`src/include/regulator_pkg.sv`:
```
package regulator_pkg;

   // Core clock rate and the rounding used for timing counts.
   localparam int CORE_HZ = 10_000_000;
   localparam int CLK_NS = 100;

   function automatic int ns_to_cyc_up(input int ns);
      int c;
      c = (ns + CLK_NS - 1) / CLK_NS;
      return (c < 1) ? 1 : c;
   endfunction

   // Switching frequency per output option and the period in clocks.
   localparam int FSW_HZ_2V5 = 1_300_000;
   localparam int FSW_HZ_3V3 = 1_500_000;
   localparam int SW_PERIOD_2V5 = CORE_HZ / FSW_HZ_2V5;
   localparam int SW_PERIOD_3V3 = CORE_HZ / FSW_HZ_3V3;
   localparam int MIN_ON_NS = 100;
   localparam int MIN_OFF_NS = 200;
   localparam int MIN_ON_CYC = ns_to_cyc_up(MIN_ON_NS);
   localparam int MIN_OFF_CYC = ns_to_cyc_up(MIN_OFF_NS);

   // Reference ramp step interval for the two ramp-speed settings.
   localparam int SS_STEP_NS_FAST = 500;
   localparam int SS_STEP_NS_SLOW = 2000;
   localparam int SS_STEP_CYC_FAST = ns_to_cyc_up(SS_STEP_NS_FAST);
   localparam int SS_STEP_CYC_SLOW = ns_to_cyc_up(SS_STEP_NS_SLOW);

   // Memory load time after the bias rail comes up.
   localparam int NVM_LOAD_CYC = 16;

   // Register offsets, bit positions and load values.
   localparam logic [7:0] REG_TARGET_UPPER = 8'h12;
   localparam logic [7:0] REG_TARGET_LOWER = 8'h13;
   localparam logic [7:0] REG_GSTOP_REQ = 8'h14;
   localparam logic [7:0] REG_RAMP_RATE = 8'h15;
   localparam logic [7:0] REG_GSTOP_ARM = 8'h1C;
   localparam logic [7:0] REG_BASE_SELECT = 8'h20;
   localparam logic [7:0] REG_STATUS = 8'h21;
   localparam int TARGET_MSB_BIT = 0;
   localparam int GSTOP_REQ_BIT = 2;
   localparam int GSTOP_ARM_BIT = 3;
   localparam int RAMP_FAST_BIT = 0;
   localparam logic [7:0] BASE_ADDR_LOAD = 8'h08;

   typedef enum logic [1:0] {RAMP_HOLD, RAMP_UP, RAMP_DOWN, RAMP_ZERO}
      ramp_mode_t;

   // Strap resistance classes as reported by the address detector.
   typedef enum logic [1:0] {STRAP_SHORT, STRAP_10K, STRAP_20K, STRAP_OPEN}
      strap_class_t;

endpackage

```
`src/verilog/ramp_ref.sv`:
```
`timescale 1ns/10ps
module ramp_ref
   import regulator_pkg::*;
(
   // Clock and reset
   input logic core_clk,
   input logic reset,
   // Control
   input ramp_mode_t mode,
   input logic fast_rate,
   input logic [8:0] target,
   // Reference level
   output logic [8:0] level_q,
   output logic at_target,
   output logic at_zero
);
   logic [15:0] tick_q;
   logic [15:0] tick_end;
   logic step;

   assign tick_end = fast_rate ? 16'(SS_STEP_CYC_FAST - 1)
                               : 16'(SS_STEP_CYC_SLOW - 1);
   assign step = (tick_q == tick_end);
   assign at_target = (level_q == target);
   assign at_zero = (level_q == 9'h000);

   always_ff @(posedge core_clk) begin
      if (reset || mode == RAMP_ZERO || step) tick_q <= 16'h0000;
      else tick_q <= tick_q + 16'h0001;
   end

   // Rising mode tracks the target both ways so a new code is slewed too.
   always_ff @(posedge core_clk) begin
      if (reset) begin
         level_q <= 9'h000;
      end else begin
         case (mode)
            RAMP_ZERO: level_q <= 9'h000;
            RAMP_UP: begin
               if (step && level_q < target) level_q <= level_q + 9'h001;
               else if (step && level_q > target) level_q <= level_q - 9'h001;
            end
            RAMP_DOWN: if (step && !at_zero) level_q <= level_q - 9'h001;
            default: level_q <= level_q;
         endcase
      end
   end
endmodule

```
`src/verilog/bus_target.sv`:
```
`timescale 1ns/10ps
module bus_target
   import regulator_pkg::*;
(
   // Clock and reset
   input logic core_clk,
   input logic reset,
   // Synchronised bus lines
   input logic scl_s,
   input logic sda_s,
   // Register side
   input logic accept,
   input logic [6:0] dev_addr,
   input logic [7:0] rd_data,
   output logic [7:0] ptr_q,
   output logic wr_stb_q,
   output logic [7:0] wr_data_q,
   // Data line drive
   output logic sda_oe_n_q
);
   typedef enum logic [3:0] {BS_IDLE, BS_ADDR, BS_ACK_A, BS_PTR, BS_ACK_P,
      BS_WDATA, BS_ACK_W, BS_RDATA, BS_RACK} bus_state_t;
   bus_state_t bs_q;
   logic scl_d1_q, sda_d1_q, rnw_q, mack_q;
   logic [7:0] sh_q;
   logic [3:0] cnt_q;
   logic rise, fall, start, stop;

   assign rise = scl_s & ~scl_d1_q;
   assign fall = ~scl_s & scl_d1_q;
   assign start = scl_s & scl_d1_q & sda_d1_q & ~sda_s;
   assign stop = scl_s & scl_d1_q & ~sda_d1_q & sda_s;

   always_ff @(posedge core_clk) begin
      scl_d1_q <= reset | scl_s;
      sda_d1_q <= reset | sda_s;
   end

   always_ff @(posedge core_clk) begin
      if (reset) begin
         bs_q <= BS_IDLE;
         sh_q <= 8'h00;
         cnt_q <= 4'h0;
         rnw_q <= 1'b0;
         mack_q <= 1'b0;
         ptr_q <= 8'h00;
         wr_stb_q <= 1'b0;
         wr_data_q <= 8'h00;
         sda_oe_n_q <= 1'b1;
      end else begin
         wr_stb_q <= 1'b0;
         if (start && accept) begin
            bs_q <= BS_ADDR;
            cnt_q <= 4'h0;
            sda_oe_n_q <= 1'b1;
         end else if (start || stop) begin
            bs_q <= BS_IDLE;
            sda_oe_n_q <= 1'b1;
         end else if (rise) begin
            if (bs_q == BS_RACK) begin
               mack_q <= ~sda_s;
               if (!sda_s) ptr_q <= ptr_q + 8'h01;
            end else if (bs_q inside {BS_ADDR, BS_PTR, BS_WDATA}) begin
               sh_q <= {sh_q[6:0], sda_s};
               cnt_q <= cnt_q + 4'h1;
            end
         end else if (fall) begin
            case (bs_q)
               BS_ADDR: if (cnt_q == 4'h8) begin
                  if (sh_q[7:1] == dev_addr) begin
                     sda_oe_n_q <= 1'b0;
                     rnw_q <= sh_q[0];
                     bs_q <= BS_ACK_A;
                  end else bs_q <= BS_IDLE;
               end
               BS_ACK_A: begin
                  cnt_q <= 4'h0;
                  if (rnw_q) begin
                     sh_q <= rd_data;
                     sda_oe_n_q <= rd_data[7];
                     bs_q <= BS_RDATA;
                  end else begin
                     sda_oe_n_q <= 1'b1;
                     bs_q <= BS_PTR;
                  end
               end
               BS_PTR: if (cnt_q == 4'h8) begin
                  sda_oe_n_q <= 1'b0;
                  ptr_q <= sh_q;
                  bs_q <= BS_ACK_P;
               end
               BS_ACK_P, BS_ACK_W: begin
                  if (bs_q == BS_ACK_W) ptr_q <= ptr_q + 8'h01;
                  sda_oe_n_q <= 1'b1;
                  cnt_q <= 4'h0;
                  bs_q <= BS_WDATA;
               end
               BS_WDATA: if (cnt_q == 4'h8) begin
                  sda_oe_n_q <= 1'b0;
                  wr_stb_q <= 1'b1;
                  wr_data_q <= sh_q;
                  bs_q <= BS_ACK_W;
               end
               BS_RDATA: if (cnt_q == 4'h7) begin
                  sda_oe_n_q <= 1'b1;
                  bs_q <= BS_RACK;
               end else begin
                  cnt_q <= cnt_q + 4'h1;
                  sh_q <= {sh_q[6:0], 1'b0};
                  sda_oe_n_q <= sh_q[6];
               end
               BS_RACK: if (mack_q) begin
                  sh_q <= rd_data;
                  cnt_q <= 4'h0;
                  sda_oe_n_q <= rd_data[7];
                  bs_q <= BS_RDATA;
               end else bs_q <= BS_IDLE;
               default: bs_q <= BS_IDLE;
            endcase
         end
      end
   end
endmodule

```
`src/verilog/regulator_supervisor.sv`:
```
// Overview of operation
// - Base bus address register loads 0x08.
// - Bus address is base plus offset 0-3.
// - Strap class sampled once, mapped to offset.
// - After bias reset, load memory, resolve offset.
// - Ramp reference only after init and enable.
// - Target is 9-bit code across 0x12/0x13.
// - Fault detection stays active during ramp.
// - Pre-biased start: switches off until ramp passes.
// - Power-good waits for first high-side pulse.
// - Enable low kills drivers and ramp at once.
// - Gentle stop ramps down, then drivers off.
// - Arm and request bits are zero after init.
// - Switching period fixed by output option.
// - Very low output uses minimum on-time.
// - Low side conducts in off-time, is sensed.
// - Low-side overcurrent comparator raises fault.
// - Overcurrent drops ramp and power-good, drains.
// - Hiccup blanking with both off, then retry.
// - No bus traffic accepted before init done.
`timescale 1ns/10ps
module regulator_supervisor
   import regulator_pkg::*;
#(
   parameter int HICCUP_CYC = 2000,
   parameter logic [8:0] TARGET_LOAD = 9'h0FA
)(
   // Clock and reset
   input logic core_clk,
   input logic reset,
   // Two-wire bus pins
   input logic scl_in,
   input logic sda_in,
   output logic sda_out,
   output logic sda_oe_n,
   // Control pins and sense comparators
   input logic enable_in,
   input logic [1:0] strap_class,
   input logic variant_3v3,
   input logic output_sense_low,
   input logic ref_above_sense,
   input logic overcurrent_guard,
   input logic ls_current_zero,
   input logic ov_trip,
   // Switch drivers and status
   output logic hs_gate,
   output logic ls_gate,
   output logic output_ok_flag,
   output logic [8:0] ref_level
);
   typedef enum logic [3:0] {ST_NVM_LOAD, ST_STRAP, ST_WAIT_EN, ST_PREBIAS,
      ST_RUN, ST_GSTOP, ST_STOPPED, ST_OC_DRAIN, ST_HICCUP, ST_OV_LATCH}
      state_t;
   localparam logic [10:0] SYNC_IDLE = 11'h600;

   state_t st_q, st_d;
   logic [10:0] sync1_q, sync2_q;
   logic scl_s, sda_s, en_s, variant_s, sense_low_s, above_s;
   logic oc_s, ls_zero_s, ov_s;
   strap_class_t strap_s;
   logic [7:0] upper_q, lower_q, req_reg_q, arm_reg_q, rate_q, base_q;
   logic [1:0] offset_q;
   logic init_done_q, first_pulse_q, sda_out_q;
   logic [3:0] period_q, sw_cnt_q;
   logic [4:0] nvm_cnt_q;
   logic [15:0] hic_cnt_q;
   logic [7:0] ptr, wr_data, rd_data;
   logic wr_stb, stop_req, oc_evt, hs_want, run_like;
   logic rmp_at_target, rmp_at_zero;
   logic [6:0] dev_addr;
   ramp_mode_t rmp_mode;

   function automatic logic [1:0] strap_to_offset(input strap_class_t c);
      case (c)
         STRAP_SHORT: return 2'h0;
         STRAP_10K: return 2'h1;
         STRAP_20K: return 2'h2;
         default: return 2'h3;
      endcase
   endfunction

   // Every pin passes two flops; the first stage feeds only the second.
   always_ff @(posedge core_clk) begin
      if (reset) begin
         sync1_q <= SYNC_IDLE;
         sync2_q <= SYNC_IDLE;
      end else begin
         sync1_q <= {scl_in, sda_in, enable_in, strap_class, variant_3v3,
                     output_sense_low, ref_above_sense, overcurrent_guard,
                     ls_current_zero, ov_trip};
         sync2_q <= sync1_q;
      end
   end
   assign scl_s = sync2_q[10];
   assign sda_s = sync2_q[9];
   assign en_s = sync2_q[8];
   assign strap_s = strap_class_t'(sync2_q[7:6]);
   assign variant_s = sync2_q[5];
   assign sense_low_s = sync2_q[4];
   assign above_s = sync2_q[3];
   assign oc_s = sync2_q[2];
   assign ls_zero_s = sync2_q[1];
   assign ov_s = sync2_q[0];

   assign stop_req = arm_reg_q[GSTOP_ARM_BIT] & req_reg_q[GSTOP_REQ_BIT];
   assign run_like = (st_q == ST_RUN) || (st_q == ST_GSTOP);
   // Only the off-time conduction interval is judged by the comparator.
   assign oc_evt = run_like && ls_gate && oc_s;
   assign dev_addr = 7'(base_q + {6'h00, offset_q});

   // A very low output gets only the minimum on-time each period.
   assign hs_want = (sw_cnt_q < 4'(MIN_ON_CYC)) ||
      (!sense_low_s && above_s &&
       sw_cnt_q < period_q - 4'(MIN_OFF_CYC));

   bus_target u_bus (
      .core_clk(core_clk),
      .reset(reset),
      .scl_s(scl_s),
      .sda_s(sda_s),
      .accept(init_done_q),
      .dev_addr(dev_addr),
      .rd_data(rd_data),
      .ptr_q(ptr),
      .wr_stb_q(wr_stb),
      .wr_data_q(wr_data),
      .sda_oe_n_q(sda_oe_n)
   );

   ramp_ref u_ramp (
      .core_clk(core_clk),
      .reset(reset),
      .mode(rmp_mode),
      .fast_rate(rate_q[RAMP_FAST_BIT]),
      .target({upper_q[TARGET_MSB_BIT], lower_q}),
      .level_q(ref_level),
      .at_target(rmp_at_target),
      .at_zero(rmp_at_zero)
   );

   always_ff @(posedge core_clk) begin
      sda_out_q <= 1'b0;
   end
   assign sda_out = sda_out_q;

   // Working registers are rewritten from memory during the load phase.
   always_ff @(posedge core_clk) begin
      if (reset || st_q == ST_NVM_LOAD) begin
         base_q <= BASE_ADDR_LOAD;
         upper_q <= {7'h00, TARGET_LOAD[8]};
         lower_q <= TARGET_LOAD[7:0];
         req_reg_q <= 8'h00;
         arm_reg_q <= 8'h00;
         rate_q <= 8'h00;
      end else if (wr_stb) begin
         case (ptr)
            REG_TARGET_UPPER: upper_q <= wr_data;
            REG_TARGET_LOWER: lower_q <= wr_data;
            REG_GSTOP_REQ: req_reg_q <= wr_data;
            REG_GSTOP_ARM: arm_reg_q <= wr_data;
            REG_RAMP_RATE: rate_q <= wr_data;
            REG_BASE_SELECT: base_q <= wr_data;
            default: base_q <= base_q;
         endcase
      end
   end

   always_comb begin
      case (ptr)
         REG_TARGET_UPPER: rd_data = upper_q;
         REG_TARGET_LOWER: rd_data = lower_q;
         REG_GSTOP_REQ: rd_data = req_reg_q;
         REG_GSTOP_ARM: rd_data = arm_reg_q;
         REG_RAMP_RATE: rd_data = rate_q;
         REG_BASE_SELECT: rd_data = base_q;
         REG_STATUS: rd_data = {first_pulse_q, output_ok_flag, offset_q, st_q};
         default: rd_data = 8'h00;
      endcase
   end

   // The offset is taken once; later strap changes are ignored.
   always_ff @(posedge core_clk) begin
      if (reset) begin
         offset_q <= 2'h0;
         period_q <= 4'h0;
         init_done_q <= 1'b0;
      end else if (st_q == ST_STRAP) begin
         offset_q <= strap_to_offset(strap_s);
         period_q <= variant_s ? 4'(SW_PERIOD_3V3)
                               : 4'(SW_PERIOD_2V5);
         init_done_q <= 1'b1;
      end
   end

   always_ff @(posedge core_clk) begin
      if (reset || st_q != ST_NVM_LOAD) nvm_cnt_q <= 5'h00;
      else nvm_cnt_q <= nvm_cnt_q + 5'h01;
   end

   always_ff @(posedge core_clk) begin
      if (reset || st_q != ST_HICCUP) hic_cnt_q <= 16'h0000;
      else hic_cnt_q <= hic_cnt_q + 16'h0001;
   end

   always_ff @(posedge core_clk) begin
      if (reset || !run_like || sw_cnt_q == period_q - 4'h1)
         sw_cnt_q <= 4'h0;
      else sw_cnt_q <= sw_cnt_q + 4'h1;
   end

   always_comb begin
      st_d = st_q;
      case (st_q)
         ST_NVM_LOAD:
            if (nvm_cnt_q == 5'(NVM_LOAD_CYC - 1)) st_d = ST_STRAP;
         ST_STRAP: st_d = ST_WAIT_EN;
         ST_WAIT_EN:
            if (en_s) st_d = stop_req ? ST_STOPPED : ST_PREBIAS;
         ST_PREBIAS:
            if (ov_s) st_d = ST_OV_LATCH;
            else if (above_s) st_d = ST_RUN;
         ST_RUN:
            if (oc_evt) st_d = ST_OC_DRAIN;
            else if (ov_s) st_d = ST_OV_LATCH;
            else if (stop_req) st_d = ST_GSTOP;
         ST_GSTOP:
            if (oc_evt) st_d = ST_OC_DRAIN;
            else if (ov_s) st_d = ST_OV_LATCH;
            else if (rmp_at_zero) st_d = ST_STOPPED;
         ST_STOPPED: if (!stop_req) st_d = ST_PREBIAS;
         ST_OC_DRAIN: if (ls_zero_s) st_d = ST_HICCUP;
         ST_HICCUP:
            if (hic_cnt_q == 16'(HICCUP_CYC - 1)) st_d = ST_PREBIAS;
         ST_OV_LATCH: st_d = ST_OV_LATCH;
         default: st_d = ST_NVM_LOAD;
      endcase
      if (init_done_q && !en_s) st_d = ST_WAIT_EN;
   end

   always_ff @(posedge core_clk) begin
      if (reset) st_q <= ST_NVM_LOAD;
      else st_q <= st_d;
   end

   // Ramp is forced to zero in the same cycle as the drivers drop.
   always_comb begin
      if (!en_s || oc_evt) begin
         rmp_mode = RAMP_ZERO;
      end else begin
         case (st_q)
            ST_PREBIAS, ST_RUN: rmp_mode = RAMP_UP;
            ST_GSTOP: rmp_mode = RAMP_DOWN;
            default: rmp_mode = RAMP_ZERO;
         endcase
      end
   end

   always_ff @(posedge core_clk) begin
      if (reset || !en_s) begin
         hs_gate <= 1'b0;
         ls_gate <= 1'b0;
      end else if (oc_evt || st_q == ST_OC_DRAIN) begin
         hs_gate <= 1'b0;
         ls_gate <= 1'b1;
      end else if (st_q == ST_OV_LATCH || (run_like && ov_s)) begin
         hs_gate <= 1'b0;
         ls_gate <= ov_s;
      end else if (run_like &&
                   !(st_q == ST_GSTOP && rmp_at_zero)) begin
         hs_gate <= hs_want;
         ls_gate <= ~hs_want;
      end else begin
         hs_gate <= 1'b0;
         ls_gate <= 1'b0;
      end
   end

   always_ff @(posedge core_clk) begin
      if (reset || !run_like) first_pulse_q <= 1'b0;
      else if (hs_gate) first_pulse_q <= 1'b1;
   end

   always_ff @(posedge core_clk) begin
      if (reset) output_ok_flag <= 1'b0;
      else output_ok_flag <= en_s && st_q == ST_RUN && first_pulse_q &&
         rmp_at_target && !oc_evt && !ov_s;
   end
endmodule

```
`config.mk`:
```
export PLATFORM = sky130hd
export DESIGN_NAME = regulator_supervisor
export DESIGN_NICKNAME = d
export VERILOG_FILES = /design/src/include/regulator_pkg.sv /design/src/verilog/ramp_ref.sv /design/src/verilog/bus_target.sv /design/src/verilog/regulator_supervisor.sv
export SDC_FILE = /design/constraint.sdc
export NUM_CORES = 1
export LEC_CHECK = 0
export ABC_AREA = 1
export BUFFER_PORTS_ARGS = -buffer_cell sky130_fd_sc_hd__clkbuf_2
export CORE_MARGIN = 8
export CORE_UTILIZATION = 45
export DETAILED_ROUTE_END_ITERATION = 16
export GPL_TIMING_DRIVEN = 1
export PLACE_DENSITY = 0.62
export SYNTH_ARGS = -nofsm -noshare
export SYNTH_HDL_FRONTEND = slang
export SYNTH_SLANG_ARGS = --single-unit
```
`constraint.sdc`:
```
create_clock -name core_clk -period 2.6 [get_ports core_clk]
set_input_delay 0.39 -clock core_clk [delete_from_list [all_inputs] [get_ports core_clk]]
set_output_delay 0.39 -clock core_clk [all_outputs]
set_load 0.05 [all_outputs]
```
After elaboration in Yosys (flattened, before gate mapping)
Index checks and enable logic that the tools add are counted.
{ "word_totals": {"register_bits": 173, "input_bits": 13, "output_inout_bits": 14, "elab_cells": 295} }
{ "classes": {"addsub": 11, "magnitude_cmp": 4, "eq_ne": 77, "mux": 71, "bitwise_logic": 21, "n_reduce_logical": 77} }
{ "ops": {"columns": ["cell", "n"], "rows": [
  ["$mux W8", 13],
  ["$mux W4", 23],
  ["$pmux W8 S7", 1],
  ["$eq A8 B5 Y1 const B", 5],
  ["$pmux W4 S10", 1],
  ["$eq A4 B3 Y1 const B", 9],
  ["$add A16 B1 Y16 const B", 2],
  ["$pmux W4 S7", 1],
  ["$mux W9", 3],
  ["$pmux W9 S3", 1],
  ["$ne A2 B2 Y1 const B", 12],
  ["$pmux W8 S3", 1],
  ["$reduce_and A8 Y1", 3],
  ["$reduce_and A7 Y1", 3],
  ["$ne A3 B3 Y1 const B", 6],
  ["$reduce_and A6 Y1", 3],
  ["$logic_and A1 B1 Y1", 17],
  ["$eq A16 B11 Y1 const B", 1],
  ["$eq A16 B16 Y1", 1],
  ["$eq A4 B2 Y1 const B", 4],
  ["$eq A4 B4 Y1 const B", 4],
  ["$eq A8 B6 Y1 const B", 2],
  ["$ne A4 B4 Y1 const B", 4],
  ["$pmux W8 S2", 1],
  ["53 further kinds", 140]
]} }

Logic depth before layout (Yosys ltp)
{ "depth": {"ltp_word": 9, "depth_mapped": 17, "mapped_depth_nobuf": 17} }

By module
Synthesis repeated with hierarchy kept, for this count alone.
{ "unflattened": {"hier_cells": 1404, "hier_area_um2": 9504.1} }
{ "by_module_without_submodules": {"columns": ["mod", "instances", "cells_per_inst", "area_per_inst_um2", "seq_area_each_um2"], "rows": [
  ["regulator_supervisor", 1, 687, 5007.3, 2142.1],
  ["bus_target", 1, 411, 2518.7, 760.7],
  ["ramp_ref", 1, 306, 1978.1, 500.5]
]} }

Worst setup path after synthesis
Ideal clock, no wire load.
{ "synth_timing": {"kind": "flip-flop to flip-flop", "start": "register u_ramp.level_q[6]", "end": "register u_ramp.level_q[1]", "setup_time_ns": 0.070, "t_arrival_ns": 2.029, "t_required_ns": 2.530, "path_slack_ns": 0.500, "stages_incl_launch_ff": 13, "path_buffers": 0, "synth_period_minus_slack_ns": 2.100, "path_cell_list": "dfxtp_1 -> ha_1 -> nand2_1 -> inv_1 -> a21oi_1 -> nand2_1 -> nand2_1 -> nand2_1 -> nand2_1 -> nand2_2 -> nor2_4 -> nand2_1 -> a21oi_1"} }
{ "synth_via": {"elab_chain_cells": 5, "elab_cells_between_ends": 12, "cone_classes": "order compare: 2; eq/ne: 2; mux: 2; reduce/logical: 6"} }
{ "synth_lines": {"columns": ["item", "line_no", "rtl"], "rows": [
  ["start, declared", "ramp_ref.sv:13", "output logic [8:0] level_q,"],
  ["start signal, assigned", "ramp_ref.sv:40", "if (step && level_q < target) level_q <= level_q + 9'h001;"],
  ["start signal, assigned", "ramp_ref.sv:41", "else if (step && level_q > target) level_q <= level_q - 9'h001;"],
  ["start signal, assigned", "ramp_ref.sv:43", "RAMP_DOWN: if (step && !at_zero) level_q <= level_q - 9'h001;"],
  ["parallel branches: the longest is 5 deep, another holds $gt A9 B9 Y1", null, null]
]} }
Several ways; the timed one is not identified.
A chain may end at the register's enable or synchronous reset.

Worst setup path in the final report
{ "layout_timing": {"start": "register st_q[1]", "end": "register u_ramp.level_q[2]"} }
{ "layout_via": {"elab_chain_cells": 9, "elab_cells_between_ends": 18, "cone_classes": "eq/ne: 8; mux: 3; reduce/logical: 7"} }
{ "layout_lines": {"columns": ["item", "line_no", "rtl"], "rows": [
  ["start, declared", "regulator_supervisor.sv:56", "state_t st_q, st_d;"],
  ["start signal, assigned", "regulator_supervisor.sv:242", "else st_q <= st_d;"],
  ["parallel branches: the longest is 5 deep, another holds $eq A4 B3 Y1", null, null],
  ["$mux W2 (*)", "regulator_supervisor.sv:247", "if (!en_s || oc_evt) begin"],
  ["$eq A2 B1 Y1 / $eq A2 B2 Y1 (equally long branches)", "ramp_ref.sv:37", "case (mode)"],
  ["$ne A3 B1 Y1 (no source line) (tied with other cells)", null, null],
  ["$reduce_and A3 Y1 (no source line)", null, null]
]} }
Every way passes the cells marked *.

==> metrics.md <==
| Metric | Value |
|---|---|
| Status | finished, final reports clean |
| CP required | 2.96 ns |
| IO Port Bufs | 25 |
| Core area | approximately 20,000 sq um |
| Initial DRT Pass Iterations | 5 |
| Pin count of the biggest net entering global routing | 37 |
| Clk_skew | between 0.007 and 0.008 ns |
| Fin. max-slew vios | 0 |
| Starting Density | 0.453 |
| Pre-CTS WS | ~0.07 ns |
| PwrDens | 595 nW/um^2 |
| CTS tree | yes |
| Gr usage total | 0.188 |
| Routed via count | 8,395 |
| CTS resizes | 0 |
| Worst-path clk slew | 0.07 ns |
| RSZ-0062 raised after global routing | no |
| Initial DRC Count | between 500 and 600 |
| Wire per inst | 13.4 um |
| Post-CTS Setup Bufs | 0 |
| Drt via density | 4.99 |
| Cts-stage hold buffer count | 0 |
| Max stage delay on crit path | about 0.49 ns |
| Final core occ | 0.511 |
| Worst Hold Class | input pin to flop |
| Final hold vios | 0 |
| Seq cells post-synth | 170 |
| Crit path kind | flop to flop |
| Clock buffer count from CTS | 17 |
| Clock Sinks | 170 |
| Inst Count DP | 1,650 |
| Placer Congestion | roughly 0.88 |
| Slowest-stage cell, CP | dfxtp_1 |
| Cell Area, Synth | a little over 9000 sq um |
| Max-slew headroom | 0.555 |
| Final setup viols | 0 |
| Final ANT Viol Nets | 0 |
| Full die area | between 20,000 and 25,000 sq um |
| Crit path launch type | flop |
| WL final | around 23,000 um |
| Footprint of the multi-input gates | just under 5000 sq um |
| Root Driver | clkbuf_16 |
| Post-synth EDFFs | 0 |
| # Max-Cap Violations | 0 |
| Post-layout power | 6.09 mW |
| Die Ht | ~160 um |
| H-tree depth | 4 |
| Part of the cycle the worst path needs | 0.879 |
| # IOs | 27 |
| Sequential cell area | 3410 sq um |
| Setup slack after layout | 0.314 ns |
| Top FF cell, synth | dfxtp_1 |
| Synth Net Count | 1,414 |
| Gr ovfl total | 0 |
| # diodes | 0 |
| Vias in the first global route | 7,776 |
| CTS max path bufs | 2 |
| VDD IR-drop max | ~0.45 mV |
| Nets | about 1,500 |
| Setup_tns | 0 ns |
| Post-synth ARST share | 0 |
| Antenna violations before repair | 0 |
| WHS | roughly 0.13 ns |
| DP Area | ~9600 sq um |
| Crit-path cells | nor2_2 > inv_1 > nor2_2 > inv_1 > nand2_1 > nor2_2 > inv_1 > ha_1 > a21oi_2 > nand2_4 > nor2_4 > nand2_1 > a21oi_1 |
| Sequential fraction of the synthesis area | 0.375 |
| Cell row count | 52 |
| First-pass GRT wire length | between 30,000 and 40,000 um |
| CP endpoint kind | flop |
| Syn Inst Count | 1,362 |
| Synth-to-layout area growth | 12.7% |
| CP arrival | 2.65 ns |
| Final instance area | roughly 10,000 sq um |
| Warnings, synthesis | 0 |
| Share of layout cells above drive strength 1 | 0.0814 |
| Netlist cell types | between 40 and 50 |
| Finished Layout Cells | 1,683 |
| Filler cells | approximately 2,100 |
| Tmin final | about 2.3 ns |
| Die X | between 150 and 200 um |
| Worst slew pin tran | 0.666 ns |
| Dpl hpwl | around 17,000 um |
| Clk Latency, worst-skew pair | roughly 0.44 ns |
| F_max | 0.437 GHz |
| DRC errors left | 0 |
| Leak pwr | ~4.6 nW |
| Critical path peak fanout | 11 |
| Syn avg cell area | 6.67 sq um |
synth_stat cells (all sizes together) (8+ instances only):
master,n,share of area
o211ai,11,0.0091
buf,8,0.0048
xor2,28,0.027
nor2,213,0.091
o21ai,92,0.051
or2,9,0.0065
inv,198,0.082
nand2,308,0.13
dfxtp,170,0.37
nand3,70,0.039
nor3,38,0.026
nand4,18,0.012
clkbuf,16,0.0067
ha,38,0.052
a21oi,104,0.057
routing by layer:
layer	up-vias	wire length, um	GRT usage
met5	-	0	0
met4	0	285	0.0521
met3	25	847	0.0349
met2	169	10000	0.297
met1	3778	11400	0.256
li1	4423	-	-
layout make-up:
type                    count  area share
clock buffers              18      0.0429
clock inverters            14      0.0173
inverters                 201      0.0737
multi-input cells         968       0.476
flip-flops and latches    170       0.333
well taps                 270      0.0330
repair buffers             42      0.0247
flip-flops by register name (all words and copies together), names as in the netlist, 5 cells and up:
signal,flops
upper_q,8
sync2_q,11
hic_cnt_q,16
arm_reg_q,8
u_bus.ptr_q,8
lower_q,8
base_q,8
u_bus.sh_q,8
req_reg_q,8
sync1_q,11
u_ramp.level_q,9
u_ramp.tick_q,16
nvm_cnt_q,5
rate_q,8
u_bus.wr_data_q,8
where the power goes:
part	switching [mW]	leakage (nW)	total [mW]	internal, mW
combinational	0.470	2.88	0.683	0.213
clock	1.17	0.297	2.66	1.49
sequential	0.0678	1.38	2.75	2.68
logic make-up after synthesis:
logic type / synth area share
simple gates: 0.312
compound gates: 0.133
buf+inv: 0.0946
flops: 0.375
fa+ha+maj: 0.0545
xor+xnor: 0.0308
other cells: 0.000413
critical path, delay by kind of cell, from the launching register on:
kind,cells,cell delay (ns)
DFF,1,0.49
and+or+nand+nor,7,0.86
adders and majority gates,1,0.22
AOI/OAI and AO/OA,2,0.31
buffers and inverters,3,0.31
layout by cell type (no fill, tap or decap), drive strengths merged, types with 5 or more instances in the layout:
master and count:
o22ai 7, nand3 70, o211ai 11, nor2 214
xor2 28, nor3 38, nand4 18, clkinv 5
a21oi 104, or2 9, dfxtp 170, ha 38
o21ai 92, nor3b 6, nand2 308, clkbuf 43
inv 206, buf 17
path summary, 6_finish.rpt:
kind | startpoint | to | slack, ns | cells past startpoint
worst max-delay path | st_q[1] | u_ramp.level_q[2] | 0.31 | 13
worst min-delay path | scl_in | sync1_q[10] | 0.13 | 2
worst max register to register | st_q[1] | u_ramp.level_q[2] | 0.31 | 13
worst min register to register | sync1_q[8] | sync2_q[8] | 0.40 | 2
Power figures use the tool's default switching activity.
